--- src/shared/dpllrc_pkg.sv ---
/*
  Shared constants and carrier types for the reference mode controller of the
  on-chip digital phase-locked loop. Assumes a single 10 MHz system clock.
*/
package dpllrc_pkg;

  localparam int NUM_REF   = 4;
  localparam int CLK_HZ    = 10000000;

  // Loop control register bits.
  localparam int LCR_IRM_BIT = 0;
  localparam int LCR_FPE_BIT = 1;

  // Preference mode select encodings.
  localparam logic [2:0] PMS_ROUND_ROBIN = 3'h0;
  localparam logic [2:0] PMS_PREFERRED   = 3'h1;
  localparam logic [2:0] PMS_FORCED_REF  = 3'h2;
  localparam logic [2:0] PMS_HOLDOVER    = 3'h3;
  localparam logic [2:0] PMS_FREERUN     = 3'h4;

  // Reference frequency codes.
  localparam logic [2:0] FREQ_8K     = 3'h0;
  localparam logic [2:0] FREQ_1M544  = 3'h1;
  localparam logic [2:0] FREQ_2M048  = 3'h2;
  localparam logic [2:0] FREQ_4M096  = 3'h3;
  localparam logic [2:0] FREQ_8M192  = 3'h4;
  localparam logic [2:0] FREQ_16M384 = 3'h5;
  localparam logic [2:0] FREQ_19M44  = 3'h6;
  localparam logic [2:0] FREQ_NONE   = 3'h7;

  // Clock output three and four selections, frame pulse three widths.
  localparam logic [1:0] CK3_4M096  = 2'h0;
  localparam logic [1:0] CK3_8M192  = 2'h1;
  localparam logic [1:0] CK3_16M384 = 2'h2;
  localparam logic [1:0] CK3_32M768 = 2'h3;
  localparam logic       CK4_1M544  = 1'h0;
  localparam logic       CK4_2M048  = 1'h1;
  localparam logic [1:0] FP3_244NS  = 2'h0;
  localparam logic [1:0] FP3_122NS  = 2'h1;
  localparam logic [1:0] FP3_61NS   = 2'h2;
  localparam logic [1:0] FP3_30NS   = 2'h3;

  // Timing.
  localparam int LOCK_STEP_US  = 4000;
  localparam int LOCK_STEP_CYC = LOCK_STEP_US * (CLK_HZ / 1000000);
  localparam int HOLD_STORE_US = 32000;
  localparam int HOLD_STORE_CYC = HOLD_STORE_US * (CLK_HZ / 1000000);
  localparam int FRAME_HZ      = 8000;
  localparam int FRAME_CYC     = CLK_HZ / FRAME_HZ;

  // Frequency offset in parts per billion, bounded by the pull-in range.
  localparam int OFF_W          = 20;
  localparam int PULL_RANGE_PPM = 260;
  localparam logic signed [OFF_W-1:0] OFF_LIMIT = OFF_W'(PULL_RANGE_PPM * 1000);
  localparam logic signed [OFF_W-1:0] OFF_RESET = 20'sh00000;

  typedef enum logic [1:0] {ST_RESET, ST_FREERUN, ST_NORMAL, ST_HOLDOVER} dpllrc_state_t;

  typedef struct packed {
    logic [1:0]       loop_ctrl;
    logic [2:0]       pms;
    logic [1:0]       pref_ref;
    logic [3:0][2:0]  ref_freq_prog;
    logic [15:0]      lock_thr;
    logic [7:0]       lock_int;
    logic [1:0]       clk3_sel;
    logic             clk4_sel;
    logic [1:0]       fp3_sel;
  } dpllrc_cfg_t;

  typedef struct packed {
    logic             locked;
    logic             holdover;
    logic             freerun;
    logic             in_reset;
    logic [1:0]       active_ref;
    logic [2:0]       sel_freq;
    logic [3:0][2:0]  all_freq;
  } dpllrc_status_t;

  typedef struct packed {
    logic             out_en;
    logic [1:0]       clk3_sel;
    logic             clk4_sel;
    logic [1:0]       fp3_sel;
  } dpllrc_outcfg_t;

endpackage

--- src/hw/dpllrc_core.sv ---
/*
  Reference mode controller of the digital phase-locked loop: mode state machine,
  reference selection, frequency offset tracking with holdover memory, lock detection,
  frequency reporting and output clock configuration with the 8 kHz frame tick.
  Assumes the reference monitors, frequency detectors and phase detector run on i_clk,
  and that configuration ports come from registers on the same clock.
*/
`timescale 1ns/10ps
module dpllrc_core #(
  parameter int PHASE_W        = 16,
  parameter int LOCK_STEP_CYC  = dpllrc_pkg::LOCK_STEP_CYC,
  parameter int HOLD_STORE_CYC = dpllrc_pkg::HOLD_STORE_CYC
) (
  input  wire logic                           i_clk,
  input  wire logic                           i_rst_n,
  input  wire dpllrc_pkg::dpllrc_cfg_t        i_cfg,
  input  wire logic [3:0]                     i_ref_valid,
  input  wire logic [3:0][2:0]                i_ref_freq_det,
  input  wire logic signed [PHASE_W-1:0]      i_phase_err,
  output logic signed [dpllrc_pkg::OFF_W-1:0] o_freq_offset,
  output dpllrc_pkg::dpllrc_status_t          o_status,
  output dpllrc_pkg::dpllrc_outcfg_t          o_out_cfg,
  output logic                                o_frame_pulse
);

  localparam int OFF_W = dpllrc_pkg::OFF_W;

  if (PHASE_W < 2 || PHASE_W > OFF_W) begin : g_chk_phase
    $error("PHASE_W must lie between 2 and OFF_W");
  end
  if (LOCK_STEP_CYC < 1 || HOLD_STORE_CYC < 1) begin : g_chk_cyc
    $error("Cycle counts must be at least one");
  end

  // Search the three following references in circular order, then the current one.
  function automatic logic [2:0] next_valid(input logic [1:0] cur, input logic [3:0] ok);
    logic [1:0] idx;
    next_valid = 3'h0;
    for (int i = 4; i >= 1; i--) begin
      idx = cur + 2'(i);
      if (ok[idx]) begin
        next_valid = {1'b1, idx};
      end
    end
  endfunction

  function automatic logic [PHASE_W-1:0] abs_err(input logic signed [PHASE_W-1:0] e);
    abs_err = e[PHASE_W-1] ? PHASE_W'(-e) : PHASE_W'(e);
  endfunction

  // Tracking adds the phase error and saturates at the pull-in range.
  function automatic logic signed [OFF_W-1:0] track(input logic signed [OFF_W-1:0] off,
                                                    input logic signed [PHASE_W-1:0] e);
    logic signed [OFF_W:0] sum;
    sum = (OFF_W+1)'(off) + (OFF_W+1)'(e);
    if (sum > (OFF_W+1)'(dpllrc_pkg::OFF_LIMIT)) begin
      track = dpllrc_pkg::OFF_LIMIT;
    end else if (sum < -(OFF_W+1)'(dpllrc_pkg::OFF_LIMIT)) begin
      track = -dpllrc_pkg::OFF_LIMIT;
    end else begin
      track = OFF_W'(sum);
    end
  endfunction

  logic                        irm;
  logic [3:0][2:0]             eff_freq;
  logic [3:0]                  usable;
  dpllrc_pkg::dpllrc_state_t   state_q;
  dpllrc_pkg::dpllrc_state_t   state_d;
  logic [1:0]                  ref_q;
  logic [1:0]                  ref_d;
  logic signed [OFF_W-1:0]     hist_new_q;
  logic signed [OFF_W-1:0]     hist_old_q;
  logic [31:0]                 store_cnt_q;
  logic [31:0]                 step_cnt_q;
  logic                        step_tick;
  logic                        window_ok_q;
  logic [7:0]                  good_cnt_q;
  logic                        locked_q;
  logic [15:0]                 frame_cnt_q;

  assign irm = i_cfg.loop_ctrl[dpllrc_pkg::LCR_IRM_BIT];

  // A reference whose frequency is not one of the seven accepted codes is skipped by round robin and preferred selection; forced reference still selects it.
  for (genvar r = 0; r < dpllrc_pkg::NUM_REF; r++) begin : g_ref
    assign eff_freq[r] = i_cfg.loop_ctrl[dpllrc_pkg::LCR_FPE_BIT] ?
                         i_cfg.ref_freq_prog[r] : i_ref_freq_det[r];
    assign usable[r]   = i_ref_valid[r] && (eff_freq[r] != dpllrc_pkg::FREQ_NONE);
  end

  always_comb begin
    logic [2:0] nv;
    logic [1:0] sec;
    nv      = next_valid(ref_q, usable);
    sec     = i_cfg.pref_ref + 2'h1;
    state_d = state_q;
    ref_d   = ref_q;
    if (irm) begin
      state_d = dpllrc_pkg::ST_RESET;
      ref_d   = 2'h0;
    end else begin
      unique case (i_cfg.pms)
        dpllrc_pkg::PMS_ROUND_ROBIN: begin
          if (usable[ref_q]) begin
            state_d = dpllrc_pkg::ST_NORMAL;
          end else if (nv[2]) begin
            state_d = dpllrc_pkg::ST_NORMAL;
            ref_d   = nv[1:0];
          end else begin
            state_d = dpllrc_pkg::ST_HOLDOVER;
          end
        end
        dpllrc_pkg::PMS_PREFERRED: begin
          if (usable[i_cfg.pref_ref]) begin
            state_d = dpllrc_pkg::ST_NORMAL;
            ref_d   = i_cfg.pref_ref;
          end else if (usable[sec]) begin
            state_d = dpllrc_pkg::ST_NORMAL;
            ref_d   = sec;
          end else begin
            state_d = dpllrc_pkg::ST_HOLDOVER;
            ref_d   = i_cfg.pref_ref;
          end
        end
        dpllrc_pkg::PMS_FORCED_REF: begin
          state_d = dpllrc_pkg::ST_NORMAL;
          ref_d   = i_cfg.pref_ref;
        end
        dpllrc_pkg::PMS_HOLDOVER: begin
          state_d = dpllrc_pkg::ST_HOLDOVER;
        end
        default: begin
          state_d = dpllrc_pkg::ST_FREERUN;
        end
      endcase
    end
  end

  always_ff @(posedge i_clk) begin
    if (!i_rst_n) begin
      state_q <= dpllrc_pkg::ST_RESET;
      ref_q   <= 2'h0;
    end else begin
      state_q <= state_d;
      ref_q   <= ref_d;
    end
  end

  // Offset: tracked in normal, restored on holdover entry, zero in freerun and reset.
  always_ff @(posedge i_clk) begin
    if (!i_rst_n) begin
      o_freq_offset <= dpllrc_pkg::OFF_RESET;
    end else begin
      unique case (state_d)
        dpllrc_pkg::ST_NORMAL:   o_freq_offset <= track(o_freq_offset, i_phase_err);
        dpllrc_pkg::ST_HOLDOVER: begin
          if (state_q != dpllrc_pkg::ST_HOLDOVER) begin
            o_freq_offset <= hist_old_q;
          end
        end
        dpllrc_pkg::ST_FREERUN:  o_freq_offset <= dpllrc_pkg::OFF_RESET;
        dpllrc_pkg::ST_RESET:    o_freq_offset <= dpllrc_pkg::OFF_RESET;
      endcase
    end
  end

  // Two-deep history: the older entry predates the last store, so a reference that
  // degrades just before failing has not yet polluted the value restored in holdover.
  always_ff @(posedge i_clk) begin
    if (!i_rst_n || irm) begin
      store_cnt_q <= 32'h0;
      hist_new_q  <= dpllrc_pkg::OFF_RESET;
      hist_old_q  <= dpllrc_pkg::OFF_RESET;
    end else if (state_q == dpllrc_pkg::ST_NORMAL) begin
      if (store_cnt_q == 32'(HOLD_STORE_CYC - 1)) begin
        store_cnt_q <= 32'h0;
        hist_new_q  <= o_freq_offset;
        hist_old_q  <= hist_new_q;
      end else begin
        store_cnt_q <= store_cnt_q + 32'h1;
      end
    end
  end

  assign step_tick = (step_cnt_q == 32'(LOCK_STEP_CYC - 1));

  always_ff @(posedge i_clk) begin
    if (!i_rst_n || irm) begin
      step_cnt_q <= 32'h0;
    end else if (step_tick) begin
      step_cnt_q <= 32'h0;
    end else begin
      step_cnt_q <= step_cnt_q + 32'h1;
    end
  end

  // Lock detector; a reference switch or leaving normal restarts the qualification.
  always_ff @(posedge i_clk) begin
    if (!i_rst_n || irm || state_q != dpllrc_pkg::ST_NORMAL || ref_d != ref_q) begin
      window_ok_q <= 1'b1;
      good_cnt_q  <= 8'h0;
      locked_q    <= 1'b0;
    end else begin
      if (step_tick) begin
        window_ok_q <= 1'b1;
        if (window_ok_q && abs_err(i_phase_err) < i_cfg.lock_thr) begin
          good_cnt_q <= (good_cnt_q == 8'hff) ? good_cnt_q : good_cnt_q + 8'h1;
        end else begin
          good_cnt_q <= 8'h0;
        end
      end else if (abs_err(i_phase_err) >= i_cfg.lock_thr) begin
        window_ok_q <= 1'b0;
      end
      locked_q <= (good_cnt_q >= i_cfg.lock_int);
    end
  end

  always_ff @(posedge i_clk) begin
    if (!i_rst_n) begin
      o_status <= '0;
    end else begin
      o_status.locked     <= locked_q && (state_d == dpllrc_pkg::ST_NORMAL);
      o_status.holdover   <= (state_d == dpllrc_pkg::ST_HOLDOVER);
      o_status.freerun    <= (state_d == dpllrc_pkg::ST_FREERUN);
      o_status.in_reset   <= (state_d == dpllrc_pkg::ST_RESET);
      o_status.active_ref <= ref_d;
      o_status.sel_freq   <= eff_freq[ref_d];
      o_status.all_freq   <= eff_freq;
    end
  end

  // All outputs derive from one synthesiser, so they stay mutually synchronous.
  always_ff @(posedge i_clk) begin
    if (!i_rst_n) begin
      o_out_cfg <= '0;
    end else begin
      o_out_cfg.out_en   <= !irm;
      o_out_cfg.clk3_sel <= i_cfg.clk3_sel;
      o_out_cfg.clk4_sel <= i_cfg.clk4_sel;
      o_out_cfg.fp3_sel  <= i_cfg.fp3_sel;
    end
  end

  // Frame tick at 8 kHz; pulse widths below one system period belong to the synthesiser.
  always_ff @(posedge i_clk) begin
    if (!i_rst_n || irm) begin
      frame_cnt_q   <= 16'h0;
      o_frame_pulse <= 1'b0;
    end else if (frame_cnt_q == 16'(dpllrc_pkg::FRAME_CYC - 1)) begin
      frame_cnt_q   <= 16'h0;
      o_frame_pulse <= 1'b1;
    end else begin
      frame_cnt_q   <= frame_cnt_q + 16'h1;
      o_frame_pulse <= 1'b0;
    end
  end
endmodule

--- config.mk ---
export PLATFORM = sky130hd
export DESIGN_NAME = dpllrc_core
export DESIGN_NICKNAME = d
export VERILOG_FILES = /design/src/shared/dpllrc_pkg.sv /design/src/hw/dpllrc_core.sv
export SDC_FILE = /design/constraint.sdc
export NUM_CORES = 1
export LEC_CHECK = 0
export BUFFER_PORTS_ARGS = -buffer_cell sky130_fd_sc_hd__clkbuf_2
export CORE_ASPECT_RATIO = 1.75
export CORE_MARGIN = 5
export CORE_UTILIZATION = 40
export DETAILED_ROUTE_END_ITERATION = 10
export HOLD_SLACK_MARGIN = 0.1
export PLACE_DENSITY_LB_ADDON = 0.1
export SYNTH_ARGS = -nofsm -noshare
export SYNTH_HDL_FRONTEND = slang
export SYNTH_SLANG_ARGS = --single-unit
export TNS_END_PERCENT = 1
--- constraint.sdc ---
create_clock -name i_clk -period 5.2 [get_ports i_clk]
set_input_delay 0.78 -clock i_clk [delete_from_list [all_inputs] [get_ports i_clk]]
set_output_delay 0.78 -clock i_clk [all_outputs]
set_load 0.02 [all_outputs]
== Word-level counts from Yosys, hierarchy flattened ==
Index checks and enable logic that the tools add are counted.

* Input bits: 82
* Word-level logic and storage cells: 129
* Register bits: 180
* Output and inout bits: 48

* $lt $le $gt $ge: 12
* Muxes and demuxes: 43
* Add/subtract/negate cells: 10
* Reduce and logical (&&, ||, !) cells: 19
* Equal/unequal tests: 20

{| class="wikitable"
|+ Operators with widths
! cell !! count
|-
| $add 32x1->32 const B || 2
|-
| $mux 20 || 3
|-
| $pmux 20 s3 || 1
|-
| $eq 32x16->1 const B || 1
|-
| $eq 32x19->1 const B || 1
|-
| $mux 32 || 1
|-
| $mux 3 || 9
|-
| $add 20x16->21 || 1
|-
| $gt 21x19->1 const B || 1
|-
| $lt 2x3->1 const B || 7
|-
| $lt 21x19->1 const B || 1
|-
| $add 16x1->16 const B || 1
|-
| $eq 16x11->1 const B || 1
|-
| $ge 16x16->1 || 1
|-
| $lt 16x16->1 || 1
|-
| $mux 16 || 1
|-
| $mux 8 || 2
|-
| $neg 16->16 || 1
|-
| $bmux 1 s2 || 6
|-
| $mux 2 || 6
|-
| $ne 3x3->1 const B || 4
|-
| $mux 1 || 11
|-
| $add 8x1->8 const B || 1
|-
| $eq 8x8->1 const B || 1
|-
| 19 further kinds || 39
|}

== Logic depth before layout (Yosys ltp) ==
Gate-level depths: netlist (run 1).

* Word-level depth: 16
* Depth in mapped cells: 16
* Gate-level depth less buffers: 16

== Least setup slack after synthesis (run 1) ==
No wires, ideal clock.

* Path type: input port to flip-flop
* Start: input i_phase_err[3]
* End: register good_cnt_q[0]
* Cell stages on the path: 15
* Required time: 5.109 ns
* Path buffers: 0
* Arrival time: 4.489 ns
* Setup time: 0.091 ns
* Path slack: 0.620 ns
* Cells stage by stage: or3_1 -> or2_2 -> or4_1 -> o31ai_1 -> xnor2_1 -> ha_1 -> a21o_1 -> a21o_1 -> a21o_1 -> a21o_1 -> a221oi_1 -> a31oi_1 -> a2111oi_4 -> a31oi_1 -> a311oi_1

* Cells in the longest elaborated chain, start to end: 6
* Elaborated cells on any way between the ends: 7
* Classes of those cells: 1 x add/sub; 1 x order compare; 1 x eq/ne; 2 x mux; 2 x reduce/logical

{| class="wikitable"
|+ Ends and longest elaborated chain
! element !! RTL line !! source
|-
| start, declared || dpllrc_core.sv:19 || <nowiki>input wire logic signed [PHASE_W-1:0] i_phase_err,</nowiki>
|-
| $neg 16->16 || dpllrc_core.sv:48 || <nowiki>abs_err = e[PHASE_W-1] ? PHASE_W'(-e) : PHASE_W'(e);</nowiki>
|-
| $mux 16 * || dpllrc_core.sv:48 ||
|-
| $lt 16x16->1 * || dpllrc_core.sv:206 || <nowiki>if (window_ok_q && abs_err(i_phase_err) < i_cfg.lock_thr) begin</nowiki>
|-
| $logic_and 1x1->1 * || dpllrc_core.sv:206 ||
|-
| $ne 2x2->1 (no source line) || -- ||
|-
| $reduce_and 2->1 (no source line) || -- ||
|-
| end signal, assigned || dpllrc_core.sv:207 || <nowiki>good_cnt_q <= (good_cnt_q == 8'hff) ? good_cnt_q : good_cnt_q + 8'h1;</nowiki>
|-
| end, declared || dpllrc_core.sv:78 || <nowiki>logic [7:0] good_cnt_q;</nowiki>
|}

Mark *: on every way between the ends. The rest lies on a longest branch, timed or not.
A chain may end at the register's enable or synchronous reset.

== Worst setup path in the final report (run 1) ==
Same ends and word-level chain as after synthesis.

==> reports/summary.log, run 1 <==
qor: placement.placement.setup.worst_slack 0.0910 ns
qor: yosys.most_frequent_cell_after_synthesis sky130_fd_sc_hd__dfxtp_1
qor: global_routing.grt_overflow_total 0
qor: yosys.synthDistinctLibCells 79
qor: sta.fmax 0.218 GHz
qor: critical_path.critical_path.startpoint_type input pin
qor: critical_path.critical_path.n_buffers_inverters 2
qor: yosys.syn-cell-area 0.0101 mm^2
qor: sta.slew_headroom 0.301
qor: global_routing.grt_start_max_net_pins 46
qor: yosys.synth_top_cells_by_area sky130_fd_sc_hd__dfxtp_1 36%, sky130_fd_sc_hd__ha_1 6.2%, sky130_fd_sc_hd__nand2_1 5.9%, sky130_fd_sc_hd__nor2_1 5.1%, sky130_fd_sc_hd__a21oi_1 4.2%
qor: clocking.tritoncts_clock_tree done
qor: yosys.synth_top_flop_cell sky130_fd_sc_hd__dfxtp_1
qor: critical_path.cp_slowest_cell sky130_fd_sc_hd__or4_1
qor: drt.detailedRoute.firstIterationViolations 360
qor: clocking.cts.reportedPaths.clkPinSlew 0.06 ns
qor: die.start_util 0.403
qor: sta.timing.setup.tns 0 ns
qor: clocking.cts_resized 0
qor: critical_path.worstSetupPathType in2reg
qor: yosys.post-synth-top-area-fraction 0.357
qor: pwr.seqPwrFrac 0.454
qor: yosys.synth_cells 1239
qor: clocking.cts.sinks 180
qor: drt.wl_per_cell 16.0 um
qor: final_layout.layout.area.seq 0.00360 mm^2
qor: pwr.p_leak 4.57 nW
qor: worst_hold_path.worstHoldPathType reg2reg
qor: clocking.insertion_delay 0.44 ns
qor: clocking.post_cts_setup_buffer_count 0
qor: pwr.design_power_total 3.12 mW
qor: die.rows 77
qor: drt.vias_per_cell 5.35
qor: final_layout.design.final.nets 1477
qor: sta.timing_max_transition_violations_final 0
qor: yosys.synthesis.yosys.warnings 0
qor: final_layout.area_growth_syn_to_layout 14.7%
qor: critical_path.arrival 4.94 ns
qor: die.dieWidth 130 um
qor: pwr.power.net_switching 0.819 mW
qor: global_routing.grt_pass1_vias 9053
qor: clocking.clock_tree.root_cell sky130_fd_sc_hd__clkbuf_16
qor: clocking.postCtsHoldBufs 0
qor: placement.hpwl_after_detailed_placement 21000 um
qor: pwr.internal_power 2.30 mW
qor: placement.io_buffer_count 129
qor: drt.drc 0
qor: pwr.combinationalPowerShare 0.136
qor: global_routing.antenna_violations_before_repair 0
qor: yosys.ys_seq_elements 180
qor: clocking.ctsLongestPathBuffers 2
qor: yosys.synth_edf_count 0
qor: final_layout.filler_cell_count 2611
qor: pwr.power_switching_share 0.263
qor: outcome.outcome completed
qor: die.die-area 0.0286 mm^2
qor: yosys.share_of_synthesized_area_occupied_by_flip_flops_and_latches 0.357
qor: sta.setup_viol 0
qor: critical_path.path_cells clkbuf_2 > or3_1 > or2_2 > or4_1 > o31ai_1 > xnor2_1 > ha_1 > a21o_1 > a21o_1 > a21o_1 > a21o_1 > a221oi_1 > a31oi_1 > a2111oi_4 > buf_4 > a31oi_1 > a311oi_1
qor: placement.routability_congestion 0.859
qor: sta.rsz0062_at_grt false
qor: critical_path.critical-path-max-stage-delay 0.49 ns
qor: critical_path.cp-end-kind register
qor: critical_path.cpLargestDelayFamily compound AO/OA/AOI/OAI gates
qor: die.die_height 220 um
qor: die.floorplan.core_area 0.0250 mm^2
qor: die.boundaryPins 130
qor: pwr.power-per-cell-area 269 mW/mm^2
qor: clocking.cts.htree.levels 4
qor: sta.final_critical_path_setup_slack 0.608 ns
qor: critical_path.critical_path_required 5.55 ns
qor: drt.route.final.wire_length 26800 um
qor: flow_run.maxCapViolCount 0
qor: final_layout.antenna_cells 0
qor: sta.report.final.hold_viol_count 0
qor: sta.post-route-period-util 0.883
qor: yosys.synth_largest_area_cell sky130_fd_sc_hd__dfxtp_1
qor: yosys.fraction_of_registers_with_async_set_reset 0
qor: drt.postRouteAntennaNets 0
qor: drt.drt_pass1_iterations 4
qor: pwr.share_clk_of_total_power 0.410
qor: yosys.synth.top_cells.by_count 180 x sky130_fd_sc_hd__dfxtp_1, 160 x sky130_fd_sc_hd__nand2_1, 137 x sky130_fd_sc_hd__nor2_1, 84 x sky130_fd_sc_hd__a21oi_1, 51 x sky130_fd_sc_hd__inv_1
qor: sta.tightest_slew 1.05 ns
qor: sta.worst_clock_skew 0.00663 ns
qor: critical_path.path_max_fanout 10
qor: critical_path.worst_path_most_repeated_cell sky130_fd_sc_hd__a21o_1
qor: global_routing.grt_use_total 0.195
qor: pwr.worst_ir_drop_vdd 0.217 mV
qor: yosys.synth_nets 1372
qor: clocking.cts_bufs_inserted 17
qor: sta.finalCriticalPeriod 4.59 ns
qor: drt.route.vias.total 8953
qor: final_layout.multi_input_area 0.00610 mm^2
qor: global_routing.grt_pass1_wl 44800 um
qor: yosys.avgSynthCellArea 8.15 um^2
qor: final_layout.post_route_cells_drive_above_1_share 0.150
-- sequential cells by signal, indices dropped and copies added, names as in the netlist, 6 cells and up --
register and cells:
frame_cnt_q 16, step_cnt_q 32, o_freq_offset 20, hist_old_q 20, hist_new_q 20, store_cnt_q 32
good_cnt_q 8, o_status 21, o_out_cfg 6
-- tightest hold or removal path, stage by stage (launching register included) --
cell and delay, ns:
sky130_fd_sc_hd__dfxtp_1 0.30, sky130_fd_sc_hd__nand2_1 0.05, sky130_fd_sc_hd__a21oi_1 0.05
-- metrics by stage --
| stage | hold slack, ns | utilization | std cells | cell area [um^2] |
|---|---|---|---|---|
| 2_1_floorplan | 0.427 | - | 1239 | 10100 |
| 3_3_place_gp | 0.434 | 0.439 | 1641 | 11000 |
| 3_5_place_dp | 0.442 | 0.439 | 1641 | 11000 |
| 4_1_cts | 0.450 | 0.462 | 1673 | 11600 |
| 5_1_grt | 0.465 | 0.462 | 1673 | 11600 |
| 6_report | 0.446 | 0.462 | 1673 | 11600 |
-- logic make-up (layout without fill, tap and decap cells) --
group	after synthesis	count (layout)	synth area share
AND/OR/NAND/NOR	515	515	0.244
buffers and inverters	102	220	0.0398
multiplexers	23	23	0.0268
AO/OA/AOI/OAI	276	276	0.189
adder cells (fa/ha/maj)	51	51	0.0640
XOR/XNOR	92	92	0.0798
flip-flops	180	180	0.357
-- placed cells by master (no fill, tap or decap), drive strengths merged, types with 4 or more instances in the layout --
master / netlist / layout
or2: 10 / 10
o211ai: 8 / 8
dfxtp: 180 / 180
o221ai: 4 / 4
a21o: 18 / 18
nand4: 30 / 30
ha: 50 / 50
nand2: 160 / 160
o21ai: 56 / 56
nor3b: 4 / 4
nand2b: 14 / 14
o21bai: 5 / 5
nand4b: 4 / 4
nor2b: 15 / 15
nor3: 14 / 14
buf: 10 / 8
or4: 8 / 8
xor2: 45 / 45
inv: 51 / 53
or3: 12 / 12
mux2i: 18 / 18
a211o: 5 / 5
a211oi: 12 / 12
nor2: 137 / 137
o21a: 16 / 16
a21oi: 84 / 84
and3: 24 / 24
a31oi: 13 / 13
nor4: 15 / 15
o221a: 7 / 7
clkinv: 0 / 5
o31ai: 10 / 10
clkbuf: 41 / 149
a311oi: 4 / 4
xnor2: 47 / 47
and2: 15 / 15
a21boi: 5 / 5
nand3: 46 / 46
-- routing by layer --
| layer | GRT usage | routed length [um] |
|---|---|---|
| met5 | 0 | 0 |
| met4 | 0.0967 | 1110 |
| met3 | 0.0273 | 694 |
| met2 | 0.371 | 14800 |
| met1 | 0.204 | 10200 |
-- area by class of cell --
class,count,area share
multi-input cells,957,0.527
flip-flops and latches,180,0.311
repair buffers,137,0.0609
clock buffers,20,0.0394
well taps,316,0.0341
inverters,51,0.0165
clock inverters,12,0.0111
-- power groups by stage --
stage	Combinational (mW)	Sequential (mW)	Clock, mW
finish	0.426	1.42	1.28
global placement	0.427	1.45	0
detailed placement	0.429	1.45	0
CTS	0.431	1.42	1.33
floorplan	0.267	1.46	0
global route	0.474	1.42	1.39
-- worst paths after layout --
| path | from | endpoint | slack [ns] | depth (start not counted) |
|---|---|---|---|---|
| setup / recovery | i_phase_err[3] | good_cnt_q[0] | 0.61 | 17 |
| hold / removal | hist_old_q[11] | hist_old_q[11] | 0.45 | 2 |
| setup reg to reg | o_freq_offset[0] | o_freq_offset[5] | 1.52 | 12 |
| hold reg to reg | hist_old_q[11] | hist_old_q[11] | 0.45 | 2 |
Power figures use the tool's default switching activity.
==> inputs of run 2 (changes only) <==
ABC_AREA = 1   (was default)
RECOVER_POWER = 25   (was default)
==> run 2 against run 1 <==
Synthesized cell count grew 25%. Wire length grew 11%. Register-to-register slack gained 0.45 ns. Final area grew 3.1%. Worst setup slack gained 0.34 ns. Critical path type unchanged. Largest cell class unchanged. Largest power group unchanged. Highest routed layer unchanged.
==> reports/summary.log, run 2 <==
qor: outcome.outcome completed
qor: die.start_util 0.406
qor: critical_path.path_max_fanout 30
qor: global_routing.antenna_violations_before_repair 0
qor: yosys.syn-cell-area 0.0105 mm^2
qor: final_layout.filler_cell_count 2752
qor: critical_path.arrival 4.65 ns
qor: critical_path.cpLargestDelayFamily buffers and inverters
qor: final_layout.multi_input_area 0.00592 mm^2
qor: pwr.p_leak 5.29 nW
qor: critical_path.worst_path_most_repeated_cell sky130_fd_sc_hd__inv_1
qor: placement.hpwl_after_detailed_placement 23100 um
qor: drt.vias_per_cell 5.15
qor: yosys.fraction_of_registers_with_async_set_reset 0
qor: pwr.power-per-cell-area 260 mW/mm^2
qor: placement.routability_congestion 0.878
qor: sta.report.final.hold_viol_count 0
qor: sta.rsz0062_at_grt false
qor: critical_path.critical-path-max-stage-delay 1.03 ns
qor: sta.worst_clock_skew 0.00819 ns
qor: pwr.combinationalPowerShare 0.141
qor: sta.timing_max_transition_violations_final 0
qor: global_routing.grt_start_max_net_pins 44
qor: final_layout.reg_top3 step_cnt_q: 32 flops, store_cnt_q: 32 flops, o_status: 21 flops
qor: yosys.synth_edf_count 0
qor: critical_path.critical_path.startpoint_type input pin
qor: placement.io_buffer_count 129
qor: sta.final_critical_path_setup_slack 0.950 ns
qor: clocking.clock_tree.root_cell sky130_fd_sc_hd__clkbuf_16
qor: die.die-area 0.0298 mm^2
qor: placement.detailed_place.area 0.0114 mm^2
qor: sta.post-route-period-util 0.817
qor: pwr.power_switching_share 0.299
qor: yosys.synthDistinctLibCells 50
qor: critical_path.cp-end-kind register
qor: drt.route.vias.total 10271
qor: clocking.cts_resized 0
qor: yosys.synth_top_cells_by_area sky130_fd_sc_hd__dfxtp_1 34%, sky130_fd_sc_hd__nand2_1 12%, sky130_fd_sc_hd__inv_1 7.6%, sky130_fd_sc_hd__a21oi_1 6.1%, sky130_fd_sc_hd__ha_1 5.9%
qor: sta.tightest_slew 1.46 ns
qor: clocking.postCtsHoldBufs 0
qor: clocking.cts.reportedPaths.clkPinSlew 0.07 ns
qor: sta.slew_headroom 0.0291
qor: pwr.worst_ir_drop_vdd 0.242 mV
qor: clocking.cts.htree.levels 4
qor: critical_path.critical_path.n_buffers_inverters 4
qor: drt.drt_pass1_iterations 5
qor: yosys.synth_largest_area_cell sky130_fd_sc_hd__dfxtp_1
qor: pwr.internal_power 2.18 mW
qor: final_layout.layout.area.seq 0.00360 mm^2
qor: final_layout.layout_common_cells 323 x sky130_fd_sc_hd__nand2_1, 212 x sky130_fd_sc_hd__inv_1, 180 x sky130_fd_sc_hd__dfxtp_1
qor: critical_path.worst-r2r-setup-slack 1.97 ns
qor: final_layout.layout_commonest_cell sky130_fd_sc_hd__nand2_1
qor: clocking.ctsLongestPathBuffers 2
qor: drt.wl_per_cell 14.9 um
qor: sta.fmax 0.235 GHz
qor: clocking.insertion_delay 0.45 ns
qor: sta.setup_viol 0
qor: sta.finalCriticalPeriod 4.25 ns
qor: die.boundaryPins 130
qor: drt.detailedRoute.firstIterationViolations 481
qor: yosys.synthesis.yosys.warnings 0
qor: yosys.share_of_synthesized_area_occupied_by_flip_flops_and_latches 0.342
qor: clocking.post_cts_setup_buffer_count 0
qor: yosys.most_frequent_cell_after_synthesis sky130_fd_sc_hd__nand2_1
qor: die.dieWidth 133 um
qor: pwr.share_clk_of_total_power 0.404
qor: yosys.post-synth-top-area-fraction 0.342
qor: pwr.design_power_total 3.11 mW
qor: pwr.power.net_switching 0.930 mW
qor: critical_path.cp_slowest_cell sky130_fd_sc_hd__clkbuf_1
qor: placement.placement.setup.worst_slack 0.561 ns
qor: yosys.ys_seq_elements 180
qor: final_layout.design.final.nets 1794
qor: global_routing.grt_overflow_total 0
qor: global_routing.grt_pass1_wl 48800 um
qor: yosys.synth_cells 1546
qor: die.rows 78
qor: critical_path.worstSetupPathType in2reg
qor: clocking.tritoncts_clock_tree done
qor: flow_run.maxCapViolCount 0
qor: drt.route.final.wire_length 29700 um
qor: yosys.synth_top_flop_cell sky130_fd_sc_hd__dfxtp_1
qor: global_routing.grt_pass1_vias 10051
qor: final_layout.area_growth_syn_to_layout 13.3%
qor: drt.postRouteAntennaNets 0
qor: drt.drc 0
qor: clocking.cts.sinks 180
qor: final_layout.finalInstanceArea 0.0119 mm^2
qor: pwr.seqPwrFrac 0.455
qor: worst_hold_path.worstHoldPathType reg2reg
qor: yosys.avgSynthCellArea 6.82 um^2
qor: die.die_height 225 um
qor: yosys.synth_nets 1679
qor: global_routing.grt_use_total 0.200
qor: critical_path.path_cells clkbuf_1 > clkinv_1 > nor2_2 > inv_1 > nor2_1 > inv_1 > a21oi_1 > o21a_1
qor: critical_path.critical_path_required 5.60 ns
qor: die.floorplan.core_area 0.0260 mm^2
qor: final_layout.post_route_cells_drive_above_1_share 0.106
qor: yosys.synth.top_cells.by_count 323 x sky130_fd_sc_hd__nand2_1, 212 x sky130_fd_sc_hd__inv_1, 180 x sky130_fd_sc_hd__dfxtp_1, 151 x sky130_fd_sc_hd__nor2_1, 128 x sky130_fd_sc_hd__a21oi_1
qor: final_layout.antenna_cells 0
qor: clocking.cts_bufs_inserted 17
qor: sta.timing.setup.tns 0 ns
run 2: cell count changes in the layout (fill, tap and decap cells not counted), sizes merged, moves of 18 or more:
cell	delta
a21oi	+47
and3	-21
inv	+172
mux2i	-18
nand2	+175
nand3	+50
nor2	+25
nor3	+46
o21ai	+33
xnor2	-33
xor2	-18
run 2: kinds of logic after synthesis:
logic type,Yosys count,share of synthesized area
flops,180,0.342
buf+inv,256,0.0963
fa+ha+maj,51,0.0613
xor+xnor,41,0.0341
simple gates,746,0.324
compound gates,272,0.143
run 2: cell type report:
class | instances | area share
Clock buffer | 17 | 0.0356
Multi-Input combinational cell | 1110 | 0.496
Tap cell | 320 | 0.0335
Clock inverter | 15 | 0.0113
Inverter | 217 | 0.0684
Timing Repair Buffer | 135 | 0.0529
Sequential cell | 180 | 0.302
run 2: worst paths after layout:
kind	cells past startpoint	end	start
worst max-delay path	8	store_cnt_q[13]	i_rst_n
worst max register to register	18	o_freq_offset[0]	o_freq_offset[0]
worst min-delay path	2	o_status[20]	locked_q
worst min register to register	2	o_status[20]	locked_q
run 2: worst min-delay path: stages, from the launching register on:
cell                      delay [ns]
sky130_fd_sc_hd__dfxtp_1        0.30
sky130_fd_sc_hd__nand2_1        0.05
sky130_fd_sc_hd__nor2_1         0.05
run 2: power groups by stage:
| stage | sequential [mW] | combinational (mW) | clock [mW] |
|---|---|---|---|
| 2_1_floorplan | 1.46 | 0.288 | 0 |
| 3_3_place_gp | 1.45 | 0.442 | 0 |
| 3_5_place_dp | 1.45 | 0.445 | 0 |
| 4_1_cts | 1.41 | 0.447 | 1.29 |
| 5_1_grt | 1.42 | 0.499 | 1.34 |
| 6_report | 1.41 | 0.437 | 1.26 |
run 2: through the flow:
| step | cells | util | hold slack [ns] |
|---|---|---|---|
| 6_report | 1994 | 0.460 | 0.453 |
| 5_1_grt | 1994 | 0.460 | 0.466 |
| 2_1_floorplan | 1546 | - | 0.407 |
| 3_3_place_gp | 1962 | 0.440 | 0.429 |
| 3_5_place_dp | 1962 | 0.440 | 0.443 |
| 4_1_cts | 1994 | 0.462 | 0.452 |
run 2: metal layers:
| metal | share of wire | wire (um) | up-vias | global-route usage |
|---|---|---|---|---|
| met1 | 0.40 | 12000 | 4672 | 0.215 |
| met4 | 0.032 | 955 | 0 | 0.0886 |
| met3 | 0.037 | 1080 | 55 | 0.0345 |
| met2 | 0.53 | 15700 | 211 | 0.379 |
| met5 | 0 | 0 | - | 0 |
| li1 | - | - | 5333 | - |
